## config.mk

```make
export PLATFORM = sky130hd
export DESIGN_NAME = pcl_lock_top
export DESIGN_NICKNAME = d
export VERILOG_FILES = /design/src/design/pcl_pkg.sv /design/src/design/pcl_cfg_if.sv /design/src/design/pcl_cfg_store.sv /design/src/design/pcl_lock_top.sv
export VERILOG_INCLUDE_DIRS = /design/src /design/src/design
export SDC_FILE = /design/constraint.sdc
export NUM_CORES = 1
export LEC_CHECK = 0
export ABC_CLOCK_PERIOD_IN_PS = 3700
export BUFFER_PORTS_ARGS = -buffer_cell sky130_fd_sc_hd__buf_2
export CORE_AREA = 2 2 130 132
export CTS_BUF_LIST = sky130_fd_sc_hd__clkbuf_2
export DETAILED_ROUTE_END_ITERATION = 8
export DIE_AREA = 0 0 132 134
export PLACE_DENSITY = 0.46
export SETUP_SLACK_MARGIN = 0.3
export SKIP_CTS_REPAIR_TIMING = 1
export SLEW_MARGIN = 20
export SYNTH_ARGS = -nofsm -noshare
export SYNTH_HDL_FRONTEND = slang
export SYNTH_SLANG_ARGS = --single-unit
```

## constraint.sdc

```tcl
create_clock -name clk -period 3.7 [get_ports clk]
set_clock_uncertainty 0.2 [all_clocks]
set_input_delay 0.555 -clock clk [delete_from_list [all_inputs] [get_ports clk]]
set_output_delay 0.555 -clock clk [all_outputs]
set_load 0.03 [all_outputs]
```

## src/design/pcl_cfg.svh

```systemverilog
// Offsets, field positions, reset values and counts for the lock block
`ifndef PCL_CFG_SVH
`define PCL_CFG_SVH

// Register byte addresses
`define PCL_OFF_PERIPH_CFG   32'h01B3_F000
`define PCL_OFF_DEV_STATUS   32'h01B3_F004
`define PCL_OFF_CFG_LOCK     32'h01B3_F018

// Unlock key and lock status reset value
`define PCL_UNLOCK_KEY       32'h10C0_010C
`define PCL_LOCK_RESET       1'b1

// Peripheral configuration fields
`define PCL_CFG_WIDTH        7
`define PCL_CFG_RESET        7'h06
`define PCL_CFG_AUDIO_SEL    0
`define PCL_CFG_SER0_SEL     1
`define PCL_CFG_SER1_SEL     2
`define PCL_CFG_TWI_EN       3
`define PCL_CFG_VPA_EN       4
`define PCL_CFG_VPB_EN       5
`define PCL_CFG_VPC_EN       6

// Device status fields
`define PCL_STAT_PCI_EN      8
`define PCL_STAT_AUTOINIT    9
`define PCL_STAT_HOST_WIDE   10
`define PCL_STAT_ETH_EN      11
`define PCL_STRAP_RESET      4'h0

// Timing counts in clock cycles
`define PCL_SETTLE_CYCLES    128
`define PCL_COMMIT_CYCLES    4

`endif

```

## src/design/pcl_pkg.sv

```systemverilog
// Types shared by the configuration lock block
package pcl_pkg;
  typedef enum logic [0:0] {
    PCL_IDLE = 1'b0,
    PCL_PEND = 1'b1
  } pcl_commit_state_t;
endpackage

```

## src/design/pcl_cfg_if.sv

```systemverilog
// Posted-write channel between bus slave and configuration store
`timescale 1ns/100ps
`include "pcl_cfg.svh"
interface pcl_cfg_if;
  logic                        postValid;
  logic [`PCL_CFG_WIDTH-1:0]   postData;
  logic                        postAllowed;
  logic                        busy;
  logic [`PCL_CFG_WIDTH-1:0]   cfgValue;
  modport slave  (output postValid, postData, postAllowed,
                  input busy, cfgValue);
  modport store  (input postValid, postData, postAllowed,
                  output busy, cfgValue);
endinterface

```

## src/design/pcl_cfg_store.sv

```systemverilog
// Configuration register with delayed commit of posted writes
`timescale 1ns/100ps
`include "pcl_cfg.svh"
module pcl_cfg_store
  import pcl_pkg::*;
#(
  parameter int COMMIT_CYCLES = `PCL_COMMIT_CYCLES
) (
  // Clock and reset
  input  wire logic   clk,
  input  wire logic   reset_n,
  // Posted write channel
  pcl_cfg_if.store    cfgBus
);
  localparam int CW = $clog2(COMMIT_CYCLES + 1);

  pcl_commit_state_t          state;
  logic [CW-1:0]              delay;
  logic [`PCL_CFG_WIDTH-1:0]  heldData;
  logic                       heldAllowed;
  logic [`PCL_CFG_WIDTH-1:0]  cfgReg;
  logic                       commitNow;

  assign commitNow = (state == PCL_PEND) && (delay == CW'(1));
  assign cfgBus.busy = (state == PCL_PEND);
  assign cfgBus.cfgValue = cfgReg;

  // Write lands some cycles after the bus accepted it
  always_ff @(posedge clk or negedge reset_n) begin
    if (!reset_n) begin
      state <= PCL_IDLE;
      delay <= '0;
      heldData <= '0;
      heldAllowed <= 1'b0;
    end else begin
      case (state)
        PCL_IDLE: begin
          if (cfgBus.postValid) begin
            state <= PCL_PEND;
            delay <= CW'(COMMIT_CYCLES);
            heldData <= cfgBus.postData;
            heldAllowed <= cfgBus.postAllowed;
          end
        end
        PCL_PEND: begin
          delay <= delay - CW'(1);
          if (commitNow) begin
            state <= PCL_IDLE;
          end
        end
        default: state <= PCL_IDLE;
      endcase
    end
  end

  // Locked writes still pass through, but leave contents alone
  always_ff @(posedge clk or negedge reset_n) begin
    if (!reset_n) begin
      cfgReg <= `PCL_CFG_RESET;
    end else if (commitNow && heldAllowed) begin
      cfgReg <= heldData;
    end
  end
endmodule // pcl_cfg_store

```

## src/design/pcl_lock_top.sv

```systemverilog
// Contract
// Audio, video and two-wire units stay disabled after reset until enabled.
// Software sets a peripheral's enable bit before using that peripheral.
// Writing key 0x10C0010C to lock register clears lock, allows next write.
// Lock register reads lock status in bit 0; upper bits zero.
// Lock resets to one; locked configuration writes change nothing.
// Configuration reads return contents whatever the lock status.
// Every configuration write sets the lock again.
// Software enables all needed peripherals in one configuration write.
// Configuration read after a write stalls until that write lands.
// Software reads configuration back before counting the enable wait.
// Masters wait 128 cycles after enabling before accessing a peripheral.
// No accesses to disabled peripherals; drain accesses before disabling.
// Software leaves multiplexed pins alone while the system runs.
// Device status reports peripheral selection read-only; bits 31:12 zero.
// Status bit 11 shows ethernet enable, zero meaning disabled.
// Ethernet enable has no effect while PCI enable status is one.
// Status bit 10 shows host port width, zero 16-bit, one 32-bit.
// Status bit 9 shows PCI serial memory autoinit, zero meaning off.
// Config bits 6..3 enable video ports c, b, a and two-wire unit.
// Config bit 0 gives pins to audio port, else to video upper data.
// Lock writes with any other value leave the lock status unchanged.
`timescale 1ns/100ps
`include "pcl_cfg.svh"
module pcl_lock_top
  import pcl_pkg::*;
#(
  parameter int SETTLE_CYCLES = `PCL_SETTLE_CYCLES,
  parameter int COMMIT_CYCLES = `PCL_COMMIT_CYCLES
) (
  // Clock and reset
  input  wire logic        clk,
  input  wire logic        reset_n,
  // Avalon-MM slave
  input  wire logic [31:0] avs_address,
  input  wire logic        avs_read,
  input  wire logic        avs_write,
  input  wire logic [31:0] avs_writedata,
  input  wire logic [3:0]  avs_byteenable,
  output logic      [31:0] avs_readdata,
  output logic             avs_waitrequest,
  // Straps sampled once after reset
  input  wire logic        strapPciEnable,
  input  wire logic        strapAutoinit,
  input  wire logic        strapHostWide,
  input  wire logic        strapEthernet,
  // Peripheral enables and pin selects
  output logic             audioPortPinSelect,
  output logic             serialPort0Select,
  output logic             serialPort1Select,
  output logic             twoWireEnable,
  output logic             videoPortAEnable,
  output logic             videoPortBEnable,
  output logic             videoPortCEnable,
  // Device selection status
  output logic             ethernetEnable,
  output logic             hostPortWide,
  output logic             pciSerialMemAutoinit,
  output logic             pciEnable,
  // Lock and settle status
  output logic             lockStatus,
  output logic [4:0]       peripheralSettled
);
  localparam int SW = $clog2(SETTLE_CYCLES + 1);

  // Full-word compare of a bus address against a register offset
  function automatic logic regHit(input logic [31:0] addr,
                                  input logic [31:0] off);
    regHit = (addr == off);
  endfunction

  // Decode and bus handshake
  logic        hitCfg;
  logic        hitStat;
  logic        hitLock;
  logic        cfgStall;
  logic        readReady;
  logic        writeAccept;
  logic        keyMatch;
  logic [31:0] next_readdata;

  // Latched straps and derived status word
  logic        strapTaken;
  logic [3:0]  straps;
  logic [31:0] devStatus;

  // Settle tracking per enable
  logic [4:0]  enables;

  pcl_cfg_if cfgBus ();

  // Configuration store with posted commit
  pcl_cfg_store #(
    .COMMIT_CYCLES (COMMIT_CYCLES)
  ) pcl_cfg_store_inst (
    .clk     (clk),
    .reset_n (reset_n),
    .cfgBus  (cfgBus.store)
  );

  // Address decode, shared by read mux and write path
  assign hitCfg  = regHit(avs_address, `PCL_OFF_PERIPH_CFG);
  assign hitStat = regHit(avs_address, `PCL_OFF_DEV_STATUS);
  assign hitLock = regHit(avs_address, `PCL_OFF_CFG_LOCK);

  // Any config access waits while a posted write is in flight
  assign cfgStall = hitCfg && cfgBus.busy;

  // Reads take two cycles so readdata comes from a flop;
  // writes finish at once unless stalled behind a commit
  always_comb begin
    if (avs_read) begin
      avs_waitrequest = ~readReady;
    end else begin
      avs_waitrequest = avs_write & cfgStall;
    end
  end

  assign writeAccept = avs_write & ~avs_waitrequest;

  // Key only counts as a full 32-bit word write
  assign keyMatch = (avs_writedata == `PCL_UNLOCK_KEY) &&
                    (avs_byteenable == 4'hF);

  // Status word: reserved and unknown bits read zero
  always_comb begin
    devStatus = 32'h0000_0000;
    devStatus[`PCL_STAT_PCI_EN]    = straps[0];
    devStatus[`PCL_STAT_AUTOINIT]  = straps[1];
    devStatus[`PCL_STAT_HOST_WIDE] = straps[2];
    // Reports the selection in force, so PCI masks ethernet here too
    devStatus[`PCL_STAT_ETH_EN]    = straps[3] & ~straps[0];
  end

  // Read mux; unmapped addresses return zero
  always_comb begin
    next_readdata = 32'h0000_0000;
    if (hitCfg) begin
      next_readdata[`PCL_CFG_WIDTH-1:0] = cfgBus.cfgValue;
    end else if (hitStat) begin
      next_readdata = devStatus;
    end else if (hitLock) begin
      next_readdata[0] = lockStatus;
    end
  end

  // Capture read data, for config reads once no commit is pending, then release
  always_ff @(posedge clk or negedge reset_n) begin
    if (!reset_n) begin
      readReady <= 1'b0;
      avs_readdata <= 32'h0000_0000;
    end else if (avs_read && !readReady && !cfgStall) begin
      readReady <= 1'b1;
      avs_readdata <= next_readdata;
    end else if (avs_read && readReady) begin
      readReady <= 1'b0;
    end
  end

  // Lock status: key unlocks, config write relocks, else holds
  always_ff @(posedge clk or negedge reset_n) begin
    if (!reset_n) begin
      lockStatus <= `PCL_LOCK_RESET;
    end else if (writeAccept && hitLock && keyMatch) begin
      lockStatus <= 1'b0;
    end else if (writeAccept && hitCfg) begin
      lockStatus <= 1'b1;
    end
  end
  // Other lock values fall through above and change nothing // R21

  // Post config writes; permission is fixed at acceptance so
  // the relock in the same edge cannot veto this write
  assign cfgBus.postValid   = writeAccept & hitCfg;
  assign cfgBus.postData    = avs_writedata[`PCL_CFG_WIDTH-1:0];
  assign cfgBus.postAllowed = ~lockStatus & avs_byteenable[0];

  // Straps caught at the first edge after reset release; never
  // loaded under the asynchronous reset itself
  always_ff @(posedge clk or negedge reset_n) begin
    if (!reset_n) begin
      strapTaken <= 1'b0;
      straps <= `PCL_STRAP_RESET;
    end else if (!strapTaken) begin
      strapTaken <= 1'b1;
      straps <= {strapEthernet, strapHostWide,
                 strapAutoinit, strapPciEnable};
    end
  end

  // Selection status outputs
  assign pciEnable            = straps[0];
  assign pciSerialMemAutoinit = straps[1];
  assign hostPortWide         = straps[2];
  // PCI owns the shared pins, so ethernet is masked off
  assign ethernetEnable       = straps[3] & ~straps[0];

  // Peripheral enables straight from the stored configuration
  assign audioPortPinSelect = cfgBus.cfgValue[`PCL_CFG_AUDIO_SEL];
  assign serialPort0Select  = cfgBus.cfgValue[`PCL_CFG_SER0_SEL];
  assign serialPort1Select  = cfgBus.cfgValue[`PCL_CFG_SER1_SEL];
  assign twoWireEnable      = cfgBus.cfgValue[`PCL_CFG_TWI_EN];
  assign videoPortAEnable   = cfgBus.cfgValue[`PCL_CFG_VPA_EN];
  assign videoPortBEnable   = cfgBus.cfgValue[`PCL_CFG_VPB_EN];
  assign videoPortCEnable   = cfgBus.cfgValue[`PCL_CFG_VPC_EN];

  assign enables = {videoPortCEnable, videoPortBEnable,
                    videoPortAEnable, twoWireEnable,
                    audioPortPinSelect};

  // Settle flag per unit: rises after the enable held for the
  // wait period; a hint to masters, it blocks nothing itself
  genvar gi;
  generate
    for (gi = 0; gi < 5; gi++) begin : g_settle
      logic [SW-1:0] count;
      always_ff @(posedge clk or negedge reset_n) begin
        if (!reset_n) begin
          count <= '0;
        end else if (!enables[gi]) begin
          count <= '0;
        end else if (count != SW'(SETTLE_CYCLES)) begin
          count <= count + SW'(1);
        end
      end
      assign peripheralSettled[gi] = (count == SW'(SETTLE_CYCLES));
    end
  endgenerate
endmodule // pcl_lock_top

```

==> results.py, run 1 <==
metrics = {
    "min_path": {
        "hold_path_class": "input port to flop",
        "min_from": "avs_writedata[4]",
        "hold_path_end": "pcl_cfg_store_inst.heldData[4]",
        "min_path_cells": 2,
    },
    "synthesis": {
        "netlist_instances": 367,
        "synth_seq_cells": 77,
        "synth_edf_count": 0,
        "synth_ff_type": "dfrtp_1",
        "synth_cell_types": 46,
        "async_flop_share": 1.00,
        "yosysWarnings": 0,
        "ys_seq_area_frac": 0.486,
        "syn_area_um2": 3970,
        "avgSynthCellArea_um2": 10.8,
    },
    "sta": {
        "fmax_mhz": 336,
        "maxSlewViolCount": 0,
        "setup_violations": 0,
        "finalHoldViolCount": 0,
        "tns_ps": 0,
        "min_period_over_period": 0.804,
        "fin_ws_ps": 725,
        "worst_pin_slew_ps": 796,
        "rsz0062_at_grt": "false",
        "post-route-min-period_ps": 2970,
        "relSlewSlack": 0.464,
    },
    "die": {
        "initial_core_util": 0.244,
        "die_h_um": 134,
        "io_pins": 126,
        "rows": 47,
        "die_area_um2": 17700,
        "die_w_um": 132,
        "core_um2": 16300,
    },
    "clock_tree": {
        "clk_latency_ps": 520,
        "cts-root-buf": "clkbuf_2",
        "clockBufferDepth": 2,
        "cts_buffers": 9,
        "cts_tree": "built",
        "clk_pin_slew_ps": 210,
        "clock-sinks": 77,
        "htreeDepth": 3,
    },
    "finish": {
        "final_cell_mix": "buf_2, dfrtp_1, and2_1, xnor2_1, nand3_1",
        "syn_to_final_growth_pct": 23.5,
        "fin_nets": 573,
        "diodes": 0,
        "layout_commonest_cell": "buf_2",
        "drive_gt1_frac": 0.296,
        "post-route-util": 0.301,
    },
    "placement": {
        "io_buffers": 104,
        "place_ws_ps": 820,
        "hpwl_um": 7010,
        "gp_congestion": 0.795,
    },
    "drt": {
        "viasPerCell": 4.24,
        "ant_nets": 0,
        "drt_iter0_markers": 115,
        "wl_um": 9200,
        "routedWlPerCell_um": 13.0,
        "firstDrtPassIters": 4,
        "drc": 0,
        "vias": 3012,
    },
    "run_status": {
        "status": "completed",
    },
    "power": {
        "power_frac_seq": 0.539,
        "clkPwrFrac": 0.372,
        "p_int_w": 0.00119,
        "combPwrFrac": 0.089,
        "p_sw_frac": 0.250,
        "switching_power_w": 0.000397,
        "vdd_drop_max_mv": 0.163,
        "p_leak_nw": 2.41,
        "p_per_area_nw_per_um2": 323,
    },
    "flow_run": {
        "cap_viol_max_count": 0,
    },
    "grt": {
        "grt_overflow_total": 0,
        "antenna_found_initial": 0,
        "grt_max_degree": 78,
        "gr-usage-all-layers": 0.106,
        "grt_pass1_vias": 3018,
        "grt_pass1_wl_um": 14800,
    },
    "critical_path": {
        "rr_endpoint": "pcl_cfg_store_inst.heldData[2]",
        "crit_type": "flop to primary output",
        "critical_path.startpoint_type": "flop",
        "worstReg2RegStart": "readReady",
        "rr_worst_depth": 6,
        "crit_path_end_kind": "primary output",
        "cp_max_fo": 15,
        "rrSetupSlack_ps": 1600,
        "worstPathArrival_ps": 2220,
        "required_ps": 2940,
    },
}
cell type report:
cell class	count	area, um2
clock inverters	7	113
flip-flops and latches	77	1930
repair buffers	111	594
multi-input cells	269	1880
inverters	17	63.8
well taps	220	275
clock buffers	9	45.0
fillers	1697	11400
worst max-delay path by stage:
stage	startpoint	end
CTS	g_settle[1].count[0]	peripheralSettled[1]
global route	g_settle[3].count[0]	peripheralSettled[3]
floorplan	avs_address[9]	avs_waitrequest
detailed placement	avs_address[22]	pcl_cfg_store_inst.heldData[5]
global placement	avs_address[22]	avs_waitrequest
finish	pcl_cfg_store_inst.cfgBus.busy	avs_waitrequest
through the flow:
step,cell area (um2),total power (W),std cells,hold slack [ps]
after floorplan,4050,0.000947,387,59.4
after global placement,4680,0.00101,688,261
after detailed placement,4680,0.00101,688,273
after CTS,4840,0.00161,704,-44.5
after global routing,4910,0.00166,710,1.01
final,4910,0.00158,710,75.7
power groups by stage:
stage	clock, W	combinational [W]	sequential, W
after detailed placement	0	0.000138	0.000869
after global routing	0.000653	0.000154	0.000856
after floorplan	0	0.0000724	0.000875
final	0.000590	0.000141	0.000854
after global placement	0	0.000136	0.000869
after CTS	0.000618	0.000138	0.000854
sequential cells by signal (all words and copies together) (netlist names):
register / cells
lockStatus: 1
pcl_cfg_store_inst.cfgBus.cfgValue: 7
g_settle.count: 40
pcl_cfg_store_inst.heldData: 7
avs_readdata: 11
readReady: 1
straps: 4
pcl_cfg_store_inst.heldAllowed: 1
pcl_cfg_store_inst.cfgBus.busy: 1
strapTaken: 1
pcl_cfg_store_inst.delay: 3
cell usage after synthesis, types with 2 or more instances:
library cell | number | share of area
a21boi_0 | 3 | 0.0057
nand3_1 | 24 | 0.030
inv_1 | 17 | 0.016
nand2b_1 | 4 | 0.0063
o21a_1 | 4 | 0.0076
a22o_1 | 4 | 0.0088
a21o_1 | 2 | 0.0038
and3_1 | 15 | 0.024
xor2_1 | 5 | 0.011
nor2_1 | 9 | 0.0085
nor4bb_1 | 3 | 0.0076
nor2b_1 | 9 | 0.014
dfstp_2 | 3 | 0.020
o21ai_0 | 8 | 0.010
mux2_2 | 18 | 0.051
nor3b_1 | 3 | 0.0057
dfrtp_1 | 74 | 0.47
xnor2_1 | 26 | 0.057
conb_1 | 2 | 0.0019
nor3_1 | 6 | 0.0076
buf_4 | 21 | 0.040
mux2i_1 | 5 | 0.013
nor4_1 | 9 | 0.014
nand2_1 | 15 | 0.014
a21oi_1 | 2 | 0.0025
clkbuf_1 | 3 | 0.0028
ha_1 | 12 | 0.038
nand4b_1 | 3 | 0.0066
nand4_1 | 6 | 0.0094
or4_1 | 2 | 0.0038
a22oi_1 | 4 | 0.0076
and2_1 | 32 | 0.050
critical path, cell delays in order, from the launching register on:
cell and delay, ps:
dfrtp_1 760, inv_1 260, nor2_1 200, nand3_1 90
o21ai_0 160, buf_2 220
cell families after synthesis:
group,after synthesis,synth area share
simple gates,148,0.226
compound gates,32,0.0551
flops,77,0.486
xor+xnor,31,0.0683
mux,24,0.0665
other cells,2,0.00189
fa+ha+maj,12,0.0378
buf+inv,41,0.0586
per-layer routing:
| metal | part of all wire | routed length (um) | vias to the layer above | GRT usage |
|---|---|---|---|---|
| met5 | 0 | 0 | - | 0 |
| met4 | 0.011 | 104 | 0 | 0.0362 |
| met3 | 0.063 | 578 | 9 | 0.0272 |
| met2 | 0.48 | 4450 | 120 | 0.185 |
| met1 | 0.44 | 4070 | 1412 | 0.127 |
| li1 | - | - | 1471 | - |
Power figures use the tool's default switching activity.
==> inputs of run 2 (changes only) <==
--- a/config.mk
+++ b/config.mk
@@ -6,13 +6,14 @@
 export SDC_FILE = /design/constraint.sdc
 export NUM_CORES = 1
 export LEC_CHECK = 0
-export ABC_CLOCK_PERIOD_IN_PS = 3700
+export ABC_AREA = 1
+export ABC_CLOCK_PERIOD_IN_PS = 2550
 export BUFFER_PORTS_ARGS = -buffer_cell sky130_fd_sc_hd__buf_2
-export CORE_AREA = 2 2 130 132
+export CORE_AREA = 2 2 132 134
 export CTS_BUF_LIST = sky130_fd_sc_hd__clkbuf_2
 export DETAILED_ROUTE_END_ITERATION = 8
-export DIE_AREA = 0 0 132 134
-export PLACE_DENSITY = 0.46
+export DIE_AREA = 0 0 134 136
+export PLACE_DENSITY = 0.48
 export SETUP_SLACK_MARGIN = 0.3
 export SKIP_CTS_REPAIR_TIMING = 1
 export SLEW_MARGIN = 20
==> constraint.sdc (replaced) <==
create_clock -name clk -period 2.55 [get_ports clk]
set_clock_uncertainty 0.2 [all_clocks]
set_input_delay 0.3825 -clock clk [delete_from_list [all_inputs] [get_ports clk]]
set_output_delay 0.3825 -clock clk [all_outputs]
set_load 0.03 [all_outputs]
==> results.py, run 2 <==
metrics = {
    "run_status": {
        "status": "completed",
    },
    "drt": {
        "routedWlPerCell_um": 10.8,
        "viasPerCell": 4.06,
        "ant_nets": 0,
        "vias": 3593,
        "firstDrtPassIters": 6,
        "wl_um": 9580,
        "drt_iter0_markers": 120,
        "drc": 0,
    },
    "critical_path": {
        "worstPathArrival_ps": 1730,
        "endpoint": "peripheralSettled[4]",
        "crit_path_end_kind": "primary output",
        "rrSetupSlack_ps": 810,
        "rr_endpoint": "pcl_cfg_store_inst.cfgBus.cfgValue[1]",
        "worstReg2RegStart": "pcl_cfg_store_inst.delay[1]",
        "required_ps": 1970,
        "rr_worst_depth": 6,
        "critical_path.startpoint_type": "flop",
        "crit_type": "flop to primary output",
        "critPathLaunch": "g_settle[4].count[1]",
        "cp_max_fo": 3,
    },
    "die": {
        "die_area_um2": 18200,
        "die_h_um": 136,
        "initial_core_util": 0.246,
        "core_um2": 16900,
        "die_w_um": 134,
        "io_pins": 126,
        "rows": 48,
    },
    "clock_tree": {
        "clock-sinks": 77,
        "clockBufferDepth": 2,
        "clk_pin_slew_ps": 220,
        "clk_latency_ps": 520,
        "htreeDepth": 3,
        "cts-root-buf": "clkbuf_2",
        "cts_buffers": 9,
        "cts_tree": "built",
    },
    "placement": {
        "gp_congestion": 0.762,
        "io_buffers": 104,
        "hpwl_um": 7280,
        "dp.cells": 835,
        "place_ws_ps": 396,
    },
    "flow_run": {
        "cap_viol_max_count": 0,
    },
    "sta": {
        "fmax_mhz": 432,
        "fin_ws_ps": 235,
        "setup_violations": 0,
        "maxSlewViolCount": 0,
        "rsz0062_at_grt": "true",
        "tns_ps": 0,
        "post-route-min-period_ps": 2310,
        "min_period_over_period": 0.908,
        "finalHoldViolCount": 0,
    },
    "synthesis": {
        "synth_top_area_share": 0.445,
        "synth_ff_type": "dfrtp_1",
        "yosysTopAreaCell": "dfrtp_1",
        "yosysWarnings": 0,
        "ys_seq_area_frac": 0.464,
        "synth_cell_types": 34,
        "avgSynthCellArea_um2": 8.14,
        "netlist_top_cells_area": "dfrtp_1, nand2_1, inv_1, nor2_1, buf_4",
        "synth_most_common_cell": "nand2_1",
        "synth_edf_count": 0,
        "syn_area_um2": 4160,
        "synth_seq_cells": 77,
        "netlist_instances": 511,
        "synthTopCellsByCount": "nand2_1, inv_1, dfrtp_1, nor2_1, a21oi_1",
        "async_flop_share": 1.00,
    },
    "finish": {
        "syn_to_final_growth_pct": 30.0,
        "fillers": 1828,
        "regMostFlops": "g_settle.count",
        "post-route-util": 0.320,
        "final_cell_mix": "buf_2, nand2_1, inv_1, dfrtp_1, nor2_1",
        "drive_gt1_frac": 0.283,
        "largest_reg_flops": 40,
        "largestRegisters": "g_settle.count x40, avs_readdata x11",
        "fin_nets": 741,
        "final_cells": 884,
        "layout_commonest_cell": "buf_2",
    },
    "min_path": {
        "hold_path_class": "input port to flop",
    },
    "grt": {
        "grt_pass1_wl_um": 15300,
        "grt_overflow_total": 0,
        "gr-usage-all-layers": 0.106,
        "antenna_found_initial": 1,
        "grt_pass1_vias": 3341,
        "grt_max_degree": 50,
    },
    "power": {
        "power_w": 0.00214,
        "vdd_drop_max_mv": 0.140,
        "p_per_area_nw_per_um2": 395,
        "p_leak_nw": 2.73,
    },
}
==> run 2: per-layer routing <==
layer	track usage	part of all wire	routed length (um)
met3	0.0194	0.046	441
met2	0.181	0.48	4570
met1	0.129	0.46	4400
met4	0.0502	0.018	174
met5	0	0	0
==> run 2: area by class of cell <==
class                      instances  area (um2)  area share
antenna                            1        2.50    0.000463
clock buffer                       9        45.0     0.00833
clock inverter                     7        66.3      0.0123
inverter                          87         327      0.0604
multi-input combinational        340        1900       0.351
sequential                        77        1930       0.357
tap                              225         282      0.0521
timing repair buffer             138         856       0.158
==> run 2: worst min-delay path by stage <==
| stage | to | start | cells after the start | slack [ps] |
|---|---|---|---|---|
| after CTS | g_settle[4].count[0] | reset_n | 1 | -500 |
| after global placement | g_settle[4].count[0] | reset_n | 1 | 140 |
| after detailed placement | g_settle[4].count[0] | reset_n | 1 | 140 |
| after floorplan | avs_readdata[0] | reset_n | 0 | -110 |
| after global routing | avs_readdata[9] | avs_address[2] | 5 | 20 |
| final | avs_readdata[9] | avs_address[2] | 5 | 80 |
==> run 2: kinds of logic after synthesis <==
group / synth area share
simple gates: 0.257
other cells: 0.00181
compound gates: 0.0918
fa+ha+maj: 0.0361
buf+inv: 0.127
flops: 0.464
mux: 0.0135
xor+xnor: 0.00843
==> run 2: critical path, stage by stage (launching register included) <==
cell	delay [ps]
dfrtp_1	440
inv_1	120
ha_4	160
nand3_4	70
nor4_4	260
buf_6	180
==> run 2: report_power, final <==
group	leakage (nW)	switching (W)	internal, W
registers	1.03	0.00000814	0.00123
logic	1.63	0.000148	0.0000855
clock network	0.0630	0.000442	0.000219
==> run 2: metrics by stage <==
stage          hold slack (ps)  instance area [um2]
2_1_floorplan             -113                 4250
3_3_place_gp               144                 4880
3_5_place_dp               145                 4880
4_1_cts                   -501                 4990
5_1_grt                   24.4                 5410
6_report                  82.2                 5410
